<file path="src/rtl/ppo_cfg.svh">
// Constants for the pin output override block
`ifndef PPO_CFG_SVH
`define PPO_CFG_SVH
`define PPO_ADDR_W 4
`define PPO_IOCON_ADDR 4'h0
`define PPO_UNLOCK_ADDR 4'h1
`define PPO_STATUS_ADDR 4'h2
`define PPO_CTRL_ADDR 4'h3
`define PPO_UNLOCK_KEY1 16'hAA55
`define PPO_UNLOCK_KEY2 16'h55AA
`define PPO_IOCON_RESET 16'h0000
`define PPO_OVREN_H_BIT 9
`define PPO_OVREN_L_BIT 8
`define PPO_OVERRIDE_PIN_VALUES_HI 7
`define PPO_OVERRIDE_PIN_VALUES_LO 6
`define PPO_FAULT_PIN_VALUES_HI 5
`define PPO_FAULT_PIN_VALUES_LO 4
`define PPO_LIMIT_PIN_VALUES_HI 3
`define PPO_LIMIT_PIN_VALUES_LO 2
`define PPO_FAULT_MODE_SELECT_BIT 0
`define PPO_LIMIT_MODE_SELECT_BIT 1
`endif

</file>
<file path="src/rtl/ppo_pkg.sv">
// Types for the pin output override block
package ppo_pkg;
  typedef enum logic [1:0] {
    PPO_SRC_PWM,
    PPO_SRC_LIMIT,
    PPO_SRC_FAULT,
    PPO_SRC_OVERRIDE
  } ppo_src_t;
  typedef enum logic [1:0] {
    PPO_LOCKED,
    PPO_KEY1_SEEN,
    PPO_UNLOCKED
  } ppo_lock_t;
endpackage

</file>
<file path="src/rtl/ppo_pin_select.sv">
// Per-pin source selection for one output pin
`timescale 1ns/1ps
`default_nettype none
module ppo_pin_select
  import ppo_pkg::*;
(
  input wire logic override_enable,
  input wire logic override_value,
  input wire logic fault_force,
  input wire logic fault_value,
  input wire logic limit_force,
  input wire logic limit_value,
  input wire logic pwm_value,
  output logic pin_nxt,
  output ppo_src_t src
);
  always_comb begin
    if (override_enable) begin
      pin_nxt = override_value;
      src = PPO_SRC_OVERRIDE;
    end else if (fault_force) begin
      pin_nxt = fault_value;
      src = PPO_SRC_FAULT;
    end else if (limit_force) begin
      pin_nxt = limit_value;
      src = PPO_SRC_LIMIT;
    end else begin
      pin_nxt = pwm_value;
      src = PPO_SRC_PWM;
    end
  end
endmodule // ppo_pin_select
`default_nettype wire

</file>
<file path="src/rtl/ppo_top.sv">
// Pin output override block with register port and write lock
// Operation
// Low override enable set: low pin follows override value bit 0, else PWM.
// High override enable set: high pin follows override value bit 1, else PWM.
// Override value field is bits 7:6; upper bit high pin, lower bit low.
// Fault active with fault mode: pins take fault values, field bits 5:4.
// Limit active with limit mode: pins take limit values, field bits 3:2.
// Software should not change value fields after global enable is set.
// With write protect set, control writes need the unlock sequence first; the CTRL register here takes writes without it.
// Priority per pin: override, then fault, then limit, then PWM waveform.
//
// Implementation choices: the strobed register port and the register offsets.
`timescale 1ns/1ps
`default_nettype none
`include "ppo_cfg.svh"
module ppo_top
  import ppo_pkg::*;
(
  input wire logic clock,
  input wire logic rstn,
  input wire logic [`PPO_ADDR_W-1:0] reg_addr,
  input wire logic [15:0] reg_wdata,
  input wire logic reg_wr,
  input wire logic reg_rd,
  output logic [15:0] reg_rdata,
  input wire logic write_protect_config,
  input wire logic module_global_enable,
  input wire logic pwm_high,
  input wire logic pwm_low,
  input wire logic fault_active,
  input wire logic limit_active,
  output logic high_side_output,
  output logic low_side_output
);
  ////////////////////////////////////////////////////////////////
  logic [15:0] pin_io_control_r;
  logic [1:0] ctrl_r;
  ppo_lock_t lock_r;
  logic high_nxt;
  logic low_nxt;
  ppo_src_t high_src;
  ppo_src_t low_src;
  logic iocon_hit;
  logic iocon_ok;
  logic fault_force;
  logic limit_force;

  assign iocon_hit = reg_wr && (reg_addr == `PPO_IOCON_ADDR);
  // Protected write is dropped silently and the unlock is spent
  assign iocon_ok = !write_protect_config || (lock_r == PPO_UNLOCKED);
  assign fault_force = fault_active && ctrl_r[`PPO_FAULT_MODE_SELECT_BIT];
  assign limit_force = limit_active && ctrl_r[`PPO_LIMIT_MODE_SELECT_BIT];

  ////////////////////////////////////////////////////////////////
  // Unlock sequence: two keys back to back, good for one write
  always_ff @(posedge clock or negedge rstn) begin
    if (!rstn) begin
      lock_r <= PPO_LOCKED;
    end else if (iocon_hit) begin
      lock_r <= PPO_LOCKED;
    end else if (reg_wr && reg_addr == `PPO_UNLOCK_ADDR) begin
      case (lock_r)
        PPO_LOCKED: lock_r <= (reg_wdata == `PPO_UNLOCK_KEY1) ? PPO_KEY1_SEEN : PPO_LOCKED;
        PPO_KEY1_SEEN: lock_r <= (reg_wdata == `PPO_UNLOCK_KEY2) ? PPO_UNLOCKED : PPO_LOCKED;
        default: lock_r <= lock_r;
      endcase
    end else if (reg_wr && lock_r == PPO_KEY1_SEEN) begin
      lock_r <= PPO_LOCKED;
    end
  end

  always_ff @(posedge clock or negedge rstn) begin
    if (!rstn) begin
      pin_io_control_r <= `PPO_IOCON_RESET;
    end else if (iocon_hit && iocon_ok) begin
      // Value fields stay writable after enable; software must leave them
      pin_io_control_r <= reg_wdata;
    end
  end

  always_ff @(posedge clock or negedge rstn) begin
    if (!rstn) begin
      ctrl_r <= 2'h0;
    end else if (reg_wr && reg_addr == `PPO_CTRL_ADDR) begin
      ctrl_r <= reg_wdata[1:0];
    end
  end

  ////////////////////////////////////////////////////////////////
  ppo_pin_select u_high (
    .override_enable(pin_io_control_r[`PPO_OVREN_H_BIT]),
    .override_value(pin_io_control_r[`PPO_OVERRIDE_PIN_VALUES_HI]),
    .fault_force(fault_force),
    .fault_value(pin_io_control_r[`PPO_FAULT_PIN_VALUES_HI]),
    .limit_force(limit_force),
    .limit_value(pin_io_control_r[`PPO_LIMIT_PIN_VALUES_HI]),
    .pwm_value(pwm_high),
    .pin_nxt(high_nxt),
    .src(high_src)
  );

  ppo_pin_select u_low (
    .override_enable(pin_io_control_r[`PPO_OVREN_L_BIT]),
    .override_value(pin_io_control_r[`PPO_OVERRIDE_PIN_VALUES_LO]),
    .fault_force(fault_force),
    .fault_value(pin_io_control_r[`PPO_FAULT_PIN_VALUES_LO]),
    .limit_force(limit_force),
    .limit_value(pin_io_control_r[`PPO_LIMIT_PIN_VALUES_LO]),
    .pwm_value(pwm_low),
    .pin_nxt(low_nxt),
    .src(low_src)
  );

  // Registered pins avoid glitches into the gate drivers
  always_ff @(posedge clock or negedge rstn) begin
    if (!rstn) begin
      high_side_output <= 1'b0;
      low_side_output <= 1'b0;
    end else begin
      high_side_output <= high_nxt;
      low_side_output <= low_nxt;
    end
  end

  ////////////////////////////////////////////////////////////////
  always_ff @(posedge clock or negedge rstn) begin
    if (!rstn) begin
      reg_rdata <= 16'h0000;
    end else if (reg_rd) begin
      if (reg_addr == `PPO_IOCON_ADDR) begin
        reg_rdata <= pin_io_control_r;
      end else if (reg_addr == `PPO_STATUS_ADDR) begin
        reg_rdata <= {5'h00, module_global_enable, lock_r, high_src, low_src,
                      fault_force, limit_force, high_side_output, low_side_output};
      end else if (reg_addr == `PPO_CTRL_ADDR) begin
        reg_rdata <= {14'h0000, ctrl_r};
      end else begin
        reg_rdata <= 16'h0000;
      end
    end else begin
      reg_rdata <= 16'h0000;
    end
  end
endmodule // ppo_top
`default_nettype wire

</file>
<file path="config.mk">
export PLATFORM = sky130hd
export DESIGN_NAME = ppo_top
export DESIGN_NICKNAME = d
export VERILOG_FILES = /design/src/rtl/ppo_pkg.sv /design/src/rtl/ppo_pin_select.sv /design/src/rtl/ppo_top.sv
export VERILOG_INCLUDE_DIRS = /design/src /design/src/rtl
export SDC_FILE = /design/constraint.sdc
export NUM_CORES = 1
export LEC_CHECK = 0
export BUFFER_PORTS_ARGS = -buffer_cell sky130_fd_sc_hd__buf_4
export CAP_MARGIN = 10
export CORE_UTILIZATION = 45
export DETAILED_ROUTE_END_ITERATION = 6
export MAX_ROUTING_LAYER = met4
export PLACE_DENSITY_LB_ADDON = 0.15
export SKIP_LAST_GASP = 1
export SYNTH_ARGS = -nofsm -noshare
export SYNTH_HDL_FRONTEND = slang
export SYNTH_SLANG_ARGS = --single-unit
</file>
<file path="constraint.sdc">
create_clock -name clock -period 2.9 [get_ports clock]
set_clock_uncertainty 0.15 [all_clocks]
set_input_delay 0.29 -clock clock [delete_from_list [all_inputs] [get_ports clock]]
set_output_delay 0.29 -clock clock [all_outputs]
set_load 0.005 [all_outputs]
</file>
==> impl_metrics.tcl, run 1 <==
set metrics [dict create \
    cts_max_path_buffers 2 \
    place.detailed.hpwl_mm 2.722 \
    peakVddDrop_v 0.0002874 \
    dr.first_iter.drc_count 27 \
    1st_pass_router_iterations 4 \
    finalPower_mw 1.266 \
    reg2reg_from "lock_r[0]$_DFFE_PN0P_" \
    finalHoldViolations 0 \
    synth-main-ff-cell "sky130_fd_sc_hd__dfrtp_1" \
    rsz0062_at_grt "no" \
    drive_above_1_share_pct 45.95 \
    drtAntennaViolNets 0 \
    worst_hold_path.endpoint "reg_rdata[10]$_DFF_PN0_" \
    synth.largest_area_cell "sky130_fd_sc_hd__dfrtp_1" \
    placed_area_um2 2102 \
    maxSlewViolCount 0 \
    min_from "module_global_enable" \
    number_of_antenna_violations_at_the_first_check_in_global_routing 0 \
    min_path_type "in -> reg" \
    worstPathArrival_ns 1.80 \
    crit_required_ns 2.91 \
    synth_seq_area_share_pct 55.39 \
    fin_util_pct 60.59 \
    placeableCoreArea_um2 3661 \
    numCtsBuffers 5 \
    yosys.cell_count.top_type "sky130_fd_sc_hd__dfrtp_1" \
    timing.max_cap.violations 0 \
    synth_edf_count 0 \
    route.detailed.wl_per_inst_um 15.50 \
    avgSynthCellArea_um2 13.00 \
    synthTopCellsByCount "38 x sky130_fd_sc_hd__dfrtp_1, 13 x sky130_fd_sc_hd__nand2_1, 10 x sky130_fd_sc_hd__mux2_2, 10 x sky130_fd_sc_hd__mux2_4, 9 x sky130_fd_sc_hd__o21ai_0" \
    finalNetCount 214 \
    cellLeakagePower_nw 1.098 \
    min_path_cells 2 \
    whs_ns 0.08494 \
    floorplan.die.height_um 63.77 \
    numPortBuffers 47 \
    drcViolationCount 0 \
    dr_total_vias 1270 \
    post-place-cells 224 \
    reg2reg_slack_ns 1.17 \
    crit_path_start_kind "primary input" \
    clkSinkCount 38 \
    first_global_vias 1237 \
    placement_rows 22 \
    clk-insertion-delay-late_ns 0.28 \
    boundaryPins 48 \
    setup_viol_count_final 0 \
    run_status "completed" \
    floorplan.initialDensity_pct 46.89 \
    end_kind "flip-flop" \
    grt_overflow_total 0 \
    synth_area_leaders "sky130_fd_sc_hd__dfrtp_1 55%, sky130_fd_sc_hd__mux2_4 8.7%, sky130_fd_sc_hd__mux2_2 6.6%" \
    clkSlewWorstSetupHoldPaths_ns 0.07 \
    worstMarginPinSlew_ns 0.5947 \
    crit_fanout 16 \
    fin_setup_tns_ns 0 \
    grt_use_total_pct 20.03 \
    syn-cell-area_um2 1717 \
    postSynthRegisterBits 38 \
    postLayoutCellArea_um2 2218 \
    synth_top_cell_area_share_pct 55.39 \
    worst_slack_ns 1.110 \
    syn_to_final_growth_pct 29.23 \
    floorplan.die.width_um 63.77 \
    post-cts-setup-buffer-count 0 \
    diodes 0 \
    detailedPlace.worstSlack_ns 0.8299 \
    grt_max_degree 39 \
    synth.yosys.warnings 0 \
    tritoncts_clock_tree "built" \
    post_cts_resized 0 \
    fp.dieArea_um2 4066 \
    reg2reg_to "pin_io_control_r[15]$_DFFE_PN0P_" \
    slew_headroom_pct 60.06 \
    ys_types 33 \
    grt_first_pass_wirelength_mm 5.871 \
    synth-async-reset-ratio_pct 100.0 \
    power_density_relative_to_cell_area_nw_per_um2 570.6 \
    fin_crit_ns 1.790 \
    ctsHtreeMaxLevel 2 \
    post_layout_nonfiller_instances 233 \
    fmax_mhz 558.7 \
    drt-vias-per-instance 5.451 \
    finalWirelength_mm 3.611 \
    routabilityCongestion 0.9001 \
    period_share_pct 61.72 \
    reg2reg_depth 3 \
    synth_nets 162 \
    cts_root_buf "sky130_fd_sc_hd__clkbuf_8" \
    synthCells 132 \
    worst-setup-path-type "in -> reg" \
]
[power breakdown]
part           internal (mW)  total, mW  switching [mW]
Sequential             0.592      0.648          0.0553
Clock                  0.257      0.425           0.167
Combinational          0.121      0.194          0.0727
[routing by layer]
metal	vias up	part of all wire [%]	global-route usage, %
li1	595	-	-
met1	621	45	26.80
met2	45	48	30.05
met3	9	5.2	3.750
met4	0	1.8	8.239
met5	-	0	-
[repair_timing]
action | 4_1_cts | 5_1_grt
setup endpoints to repair | 0 | 0
hold buffers | 1 | 0
endpoints found under the hold margin | 38 | 0
[worst max-delay path, stage by stage]
cell and delay (ns):
sky130_fd_sc_hd__buf_4 0.15, sky130_fd_sc_hd__nor4_4 0.58, sky130_fd_sc_hd__nand3_4 0.38, sky130_fd_sc_hd__mux2_4 0.40
[how the worst max path moves through the flow]
stage	to	from	slack, ns	cells past startpoint
finish	pin_io_control_r[15]$_DFFE_PN0P_	reg_addr[0]	1.11	4
global route	pin_io_control_r[15]$_DFFE_PN0P_	reg_addr[0]	1.03	4
CTS	pin_io_control_r[15]$_DFFE_PN0P_	reg_addr[0]	1.13	4
detailed placement	pin_io_control_r[15]$_DFFE_PN0P_	reg_addr[0]	0.83	4
global placement	pin_io_control_r[12]$_DFFE_PN0P_	reg_addr[0]	0.92	4
floorplan	pin_io_control_r[10]$_DFFE_PN0P_	reg_addr[0]	1.13	5
[layout by cell type, fill, tap and decap left out, drive strengths merged, types with 3 or more instances in the layout]
master,instances
a21oi,3
and3,6
buf,47
clkbuf,7
dfrtp,38
mux2,20
nand2,13
nand3,4
nor2,4
nor2b,3
nor4bb,3
o21ai,9
[flip-flops by register name, summed over array words and instances, names as in the netlist]
register          count
pin_io_control_r     16
reg_rdata            16
ctrl_r                2
lock_r                2
high_side_output      1
low_side_output       1
[kinds of logic after synthesis]
kind of cell           after synthesis  synth area share [%]
AO/OA/AOI/OAI                       24                 9.402
buffers and inverters                4                 1.822
flip-flops                          38                 55.39
multiplexers                        20                 15.31
AND/OR/NAND/NOR                     46                 18.08
[area by class of cell]
| type | count | area (um^2) |
|---|---|---|
| Sequential cell | 38 | 950.9 |
| Timing Repair Buffer | 48 | 362.8 |
| Inverter | 1 | 3.754 |
| Fill cell | 304 | 1443 |
| Clock inverter | 1 | 30.03 |
| Tap cell | 48 | 60.06 |
| Multi-Input combinational cell | 90 | 734.5 |
| Clock buffer | 7 | 76.32 |
Power figures use the tool's default switching activity.
==> run 2: changes to the inputs <==
==> constraint.sdc (replaced) <==
create_clock -name clock -period 1.7 [get_ports clock]
set_clock_uncertainty 0.15 [all_clocks]
set_input_delay 0.17 -clock clock [delete_from_list [all_inputs] [get_ports clock]]
set_output_delay 0.17 -clock clock [all_outputs]
set_load 0.005 [all_outputs]
==> impl_metrics.tcl, run 2 (synthesized netlist as in run 1, its figures left out) <==
set metrics [dict create \
    run_status "finished with violations" \
    failed_checks "negative setup slack" \
    finalHoldViolations 0 \
    power.switching_fraction_pct 22.36 \
    clk-insertion-delay-late_ns 0.29 \
    reg2reg_to "lock_r[0]$_DFFE_PN0P_" \
    slew_headroom_pct 55.48 \
    timing.critical_path.slowest_stage_cell "sky130_fd_sc_hd__a2111oi_0" \
    grt_overflow_total 0 \
    netSwitchingPower_mw 0.5396 \
    timing.critical_path.buf_inv 1 \
    fmax_mhz 585.4 \
    worstPathArrival_ns 1.79 \
    comb_power_share_pct 15.5 \
    share_clk_of_total_power_pct 38.9 \
    finalPower_mw 2.414 \
    cts_max_path_buffers 2 \
    routabilityCongestion 0.8402 \
    tritoncts_clock_tree "built" \
    fp.dieArea_um2 4066 \
    boundaryPins 48 \
    ctsHtreeMaxLevel 2 \
    numCtsBuffers 5 \
    crit_path_start_kind "flip-flop" \
    clkSinkCount 38 \
    intPower_mw 1.874 \
    floorplan.die.height_um 63.77 \
    worst_hold_path.endpoint "reg_rdata[0]$_DFF_PN0_" \
    period_share_pct 100.5 \
    area_used_by_multi_input_combinational_logic_um2 752.0 \
    end_kind "flip-flop" \
    route.detailed.wl_per_inst_um 15.58 \
    min_path_type "in -> reg" \
    grt_use_total_pct 21.91 \
    setup_viol_count_final 1 \
    reg2reg_slack_ns -0.008 \
    dr_total_vias 1354 \
    1st_pass_router_iterations 6 \
    path_delay_family "compound AO/OA/AOI/OAI gates" \
    fin_setup_tns_ns -0.008220 \
    power.share.sequential_pct 45.6 \
    seqCellArea_um2 950.9 \
    finalNetCount 238 \
    worst-setup-path-type "reg -> reg" \
    fill_cells 276 \
    crit_required_ns 1.78 \
    place.detailed.hpwl_mm 2.674 \
    crit_fanout 5 \
    reg2reg_from "lock_r[0]$_DFFE_PN0P_" \
    reg2reg_depth 4 \
    layout_commonest_cell "sky130_fd_sc_hd__buf_4" \
    grt_max_degree 39 \
    floorplan.die.width_um 63.77 \
    grt_first_pass_wirelength_mm 6.396 \
    timing.max_cap.violations 0 \
    min_from "reg_rd" \
    final_cell_mix "53 x sky130_fd_sc_hd__buf_4, 38 x sky130_fd_sc_hd__dfrtp_1, 18 x sky130_fd_sc_hd__dlygate4sd3_1, 13 x sky130_fd_sc_hd__nand2_1" \
    drtAntennaViolNets 0 \
    detailedPlace.worstSlack_ns -0.09537 \
    numPortBuffers 47 \
    finalWirelength_mm 4.005 \
    drive_above_1_share_pct 46.41 \
    cts_root_buf "sky130_fd_sc_hd__clkbuf_8" \
    worst_slack_ns -0.008220 \
    first_global_vias 1344 \
    fin_crit_ns 1.708 \
    drcViolationCount 0 \
    syn_to_final_growth_pct 46.06 \
    number_of_antenna_violations_at_the_first_check_in_global_routing 0 \
    drt-vias-per-instance 5.268 \
    layout_top_registers "pin_io_control_r: 16 flops, reg_rdata: 16 flops" \
    dr.first_iter.drc_count 47 \
    min_path_cells 2 \
    peakVddDrop_v 0.0005270 \
    maxSlewViolCount 0 \
    timing.critical_path.cells "buf_4, a2111oi_0, a32oi_1, nor2_1" \
    critical_path.max_stage_delay_ns 0.63 \
    placeableCoreArea_um2 3661 \
    rsz0062_at_grt "yes" \
    cellLeakagePower_nw 1.230 \
    power_density_relative_to_cell_area_nw_per_um2 962.6 \
    clkSlewWorstSetupHoldPaths_ns 0.07 \
    worstMarginPinSlew_ns 0.6509 \
    diodes 0 \
    placement_rows 22 \
    floorplan.initialDensity_pct 46.89 \
]
## run 2: cell count changes in the layout (fill, tap and decap cells not counted), sizes merged
cell,change
buf,+7
bufinv,+1
clkbuf,-1
dlygate4sd3,+17
## run 2: per-stage QoR
step	std cells	utilization [%]	cell area [um^2]	hold WS, ns
2_1_floorplan	132	-	1717	-0.2756
3_3_place_gp	230	58.65	2147	0.001954
3_5_place_dp	230	58.65	2147	0.006819
4_1_cts	256	67.46	2470	0.03809
5_1_grt	257	68.49	2507	0.03731
6_report	257	68.49	2507	0.04610
## run 2: repair_timing
item | 4_1_cts | 5_1_grt
gates resized for setup | 0 | 3
hold buffers | 18 | 0
hold endpoints to repair | 57 | 0
endpoints found under the setup margin | 0 | 18
buffers inserted | 0 | 1
## run 2: power groups by stage
stage          combinational (mW)  sequential, mW  clock [mW]
4_1_cts                     0.369            1.10       0.954
5_1_grt                     0.405            1.11       0.996
3_3_place_gp                0.326            1.11           0
3_5_place_dp                0.335            1.11           0
2_1_floorplan               0.186            1.09           0
6_report                    0.374            1.10       0.939
## run 2: worst max-delay path by stage
stage	start	cells past startpoint	slack (ns)	end
global route	lock_r[1]$_DFFE_PN0P_	5	-0.19	lock_r[0]$_DFFE_PN0P_
CTS	lock_r[1]$_DFFE_PN0P_	4	0.0003	pin_io_control_r[13]$_DFFE_PN0P_
global placement	reg_addr[1]	5	0.008	lock_r[0]$_DFFE_PN0P_
finish	lock_r[0]$_DFFE_PN0P_	4	-0.008	lock_r[0]$_DFFE_PN0P_
floorplan	reg_addr[0]	5	0.05	pin_io_control_r[10]$_DFFE_PN0P_
detailed placement	reg_addr[1]	5	-0.1	lock_r[0]$_DFFE_PN0P_
## run 2: final cells by class
type / count / share of cell area, %
Sequential cell: 38 / 37.92
Multi-Input combinational cell: 90 / 29.99
Timing Repair Buffer: 72 / 23.85
Clock buffer: 6 / 3.293
Clock inverter: 2 / 2.395
Tap cell: 48 / 2.395
Inverter: 1 / 0.1497
## run 2: per-layer routing
layer | wire length [um] | vias to the layer above | track usage (%)
met2 | 1874 | 58 | 33.64
met1 | 1771 | 638 | 27.38
met3 | 243 | 12 | 4.464
met4 | 115 | 0 | 11.36
li1 | - | 646 | -
met5 | 0 | - | -
## run 2: worst register-to-register path: cells and delay by family, from the launching register on
family | cells | cell delay [ns]
flops | 1 | 0.39
buf+inv | 1 | 0.16
compound gates | 2 | 0.83
simple gates | 1 | 0.11
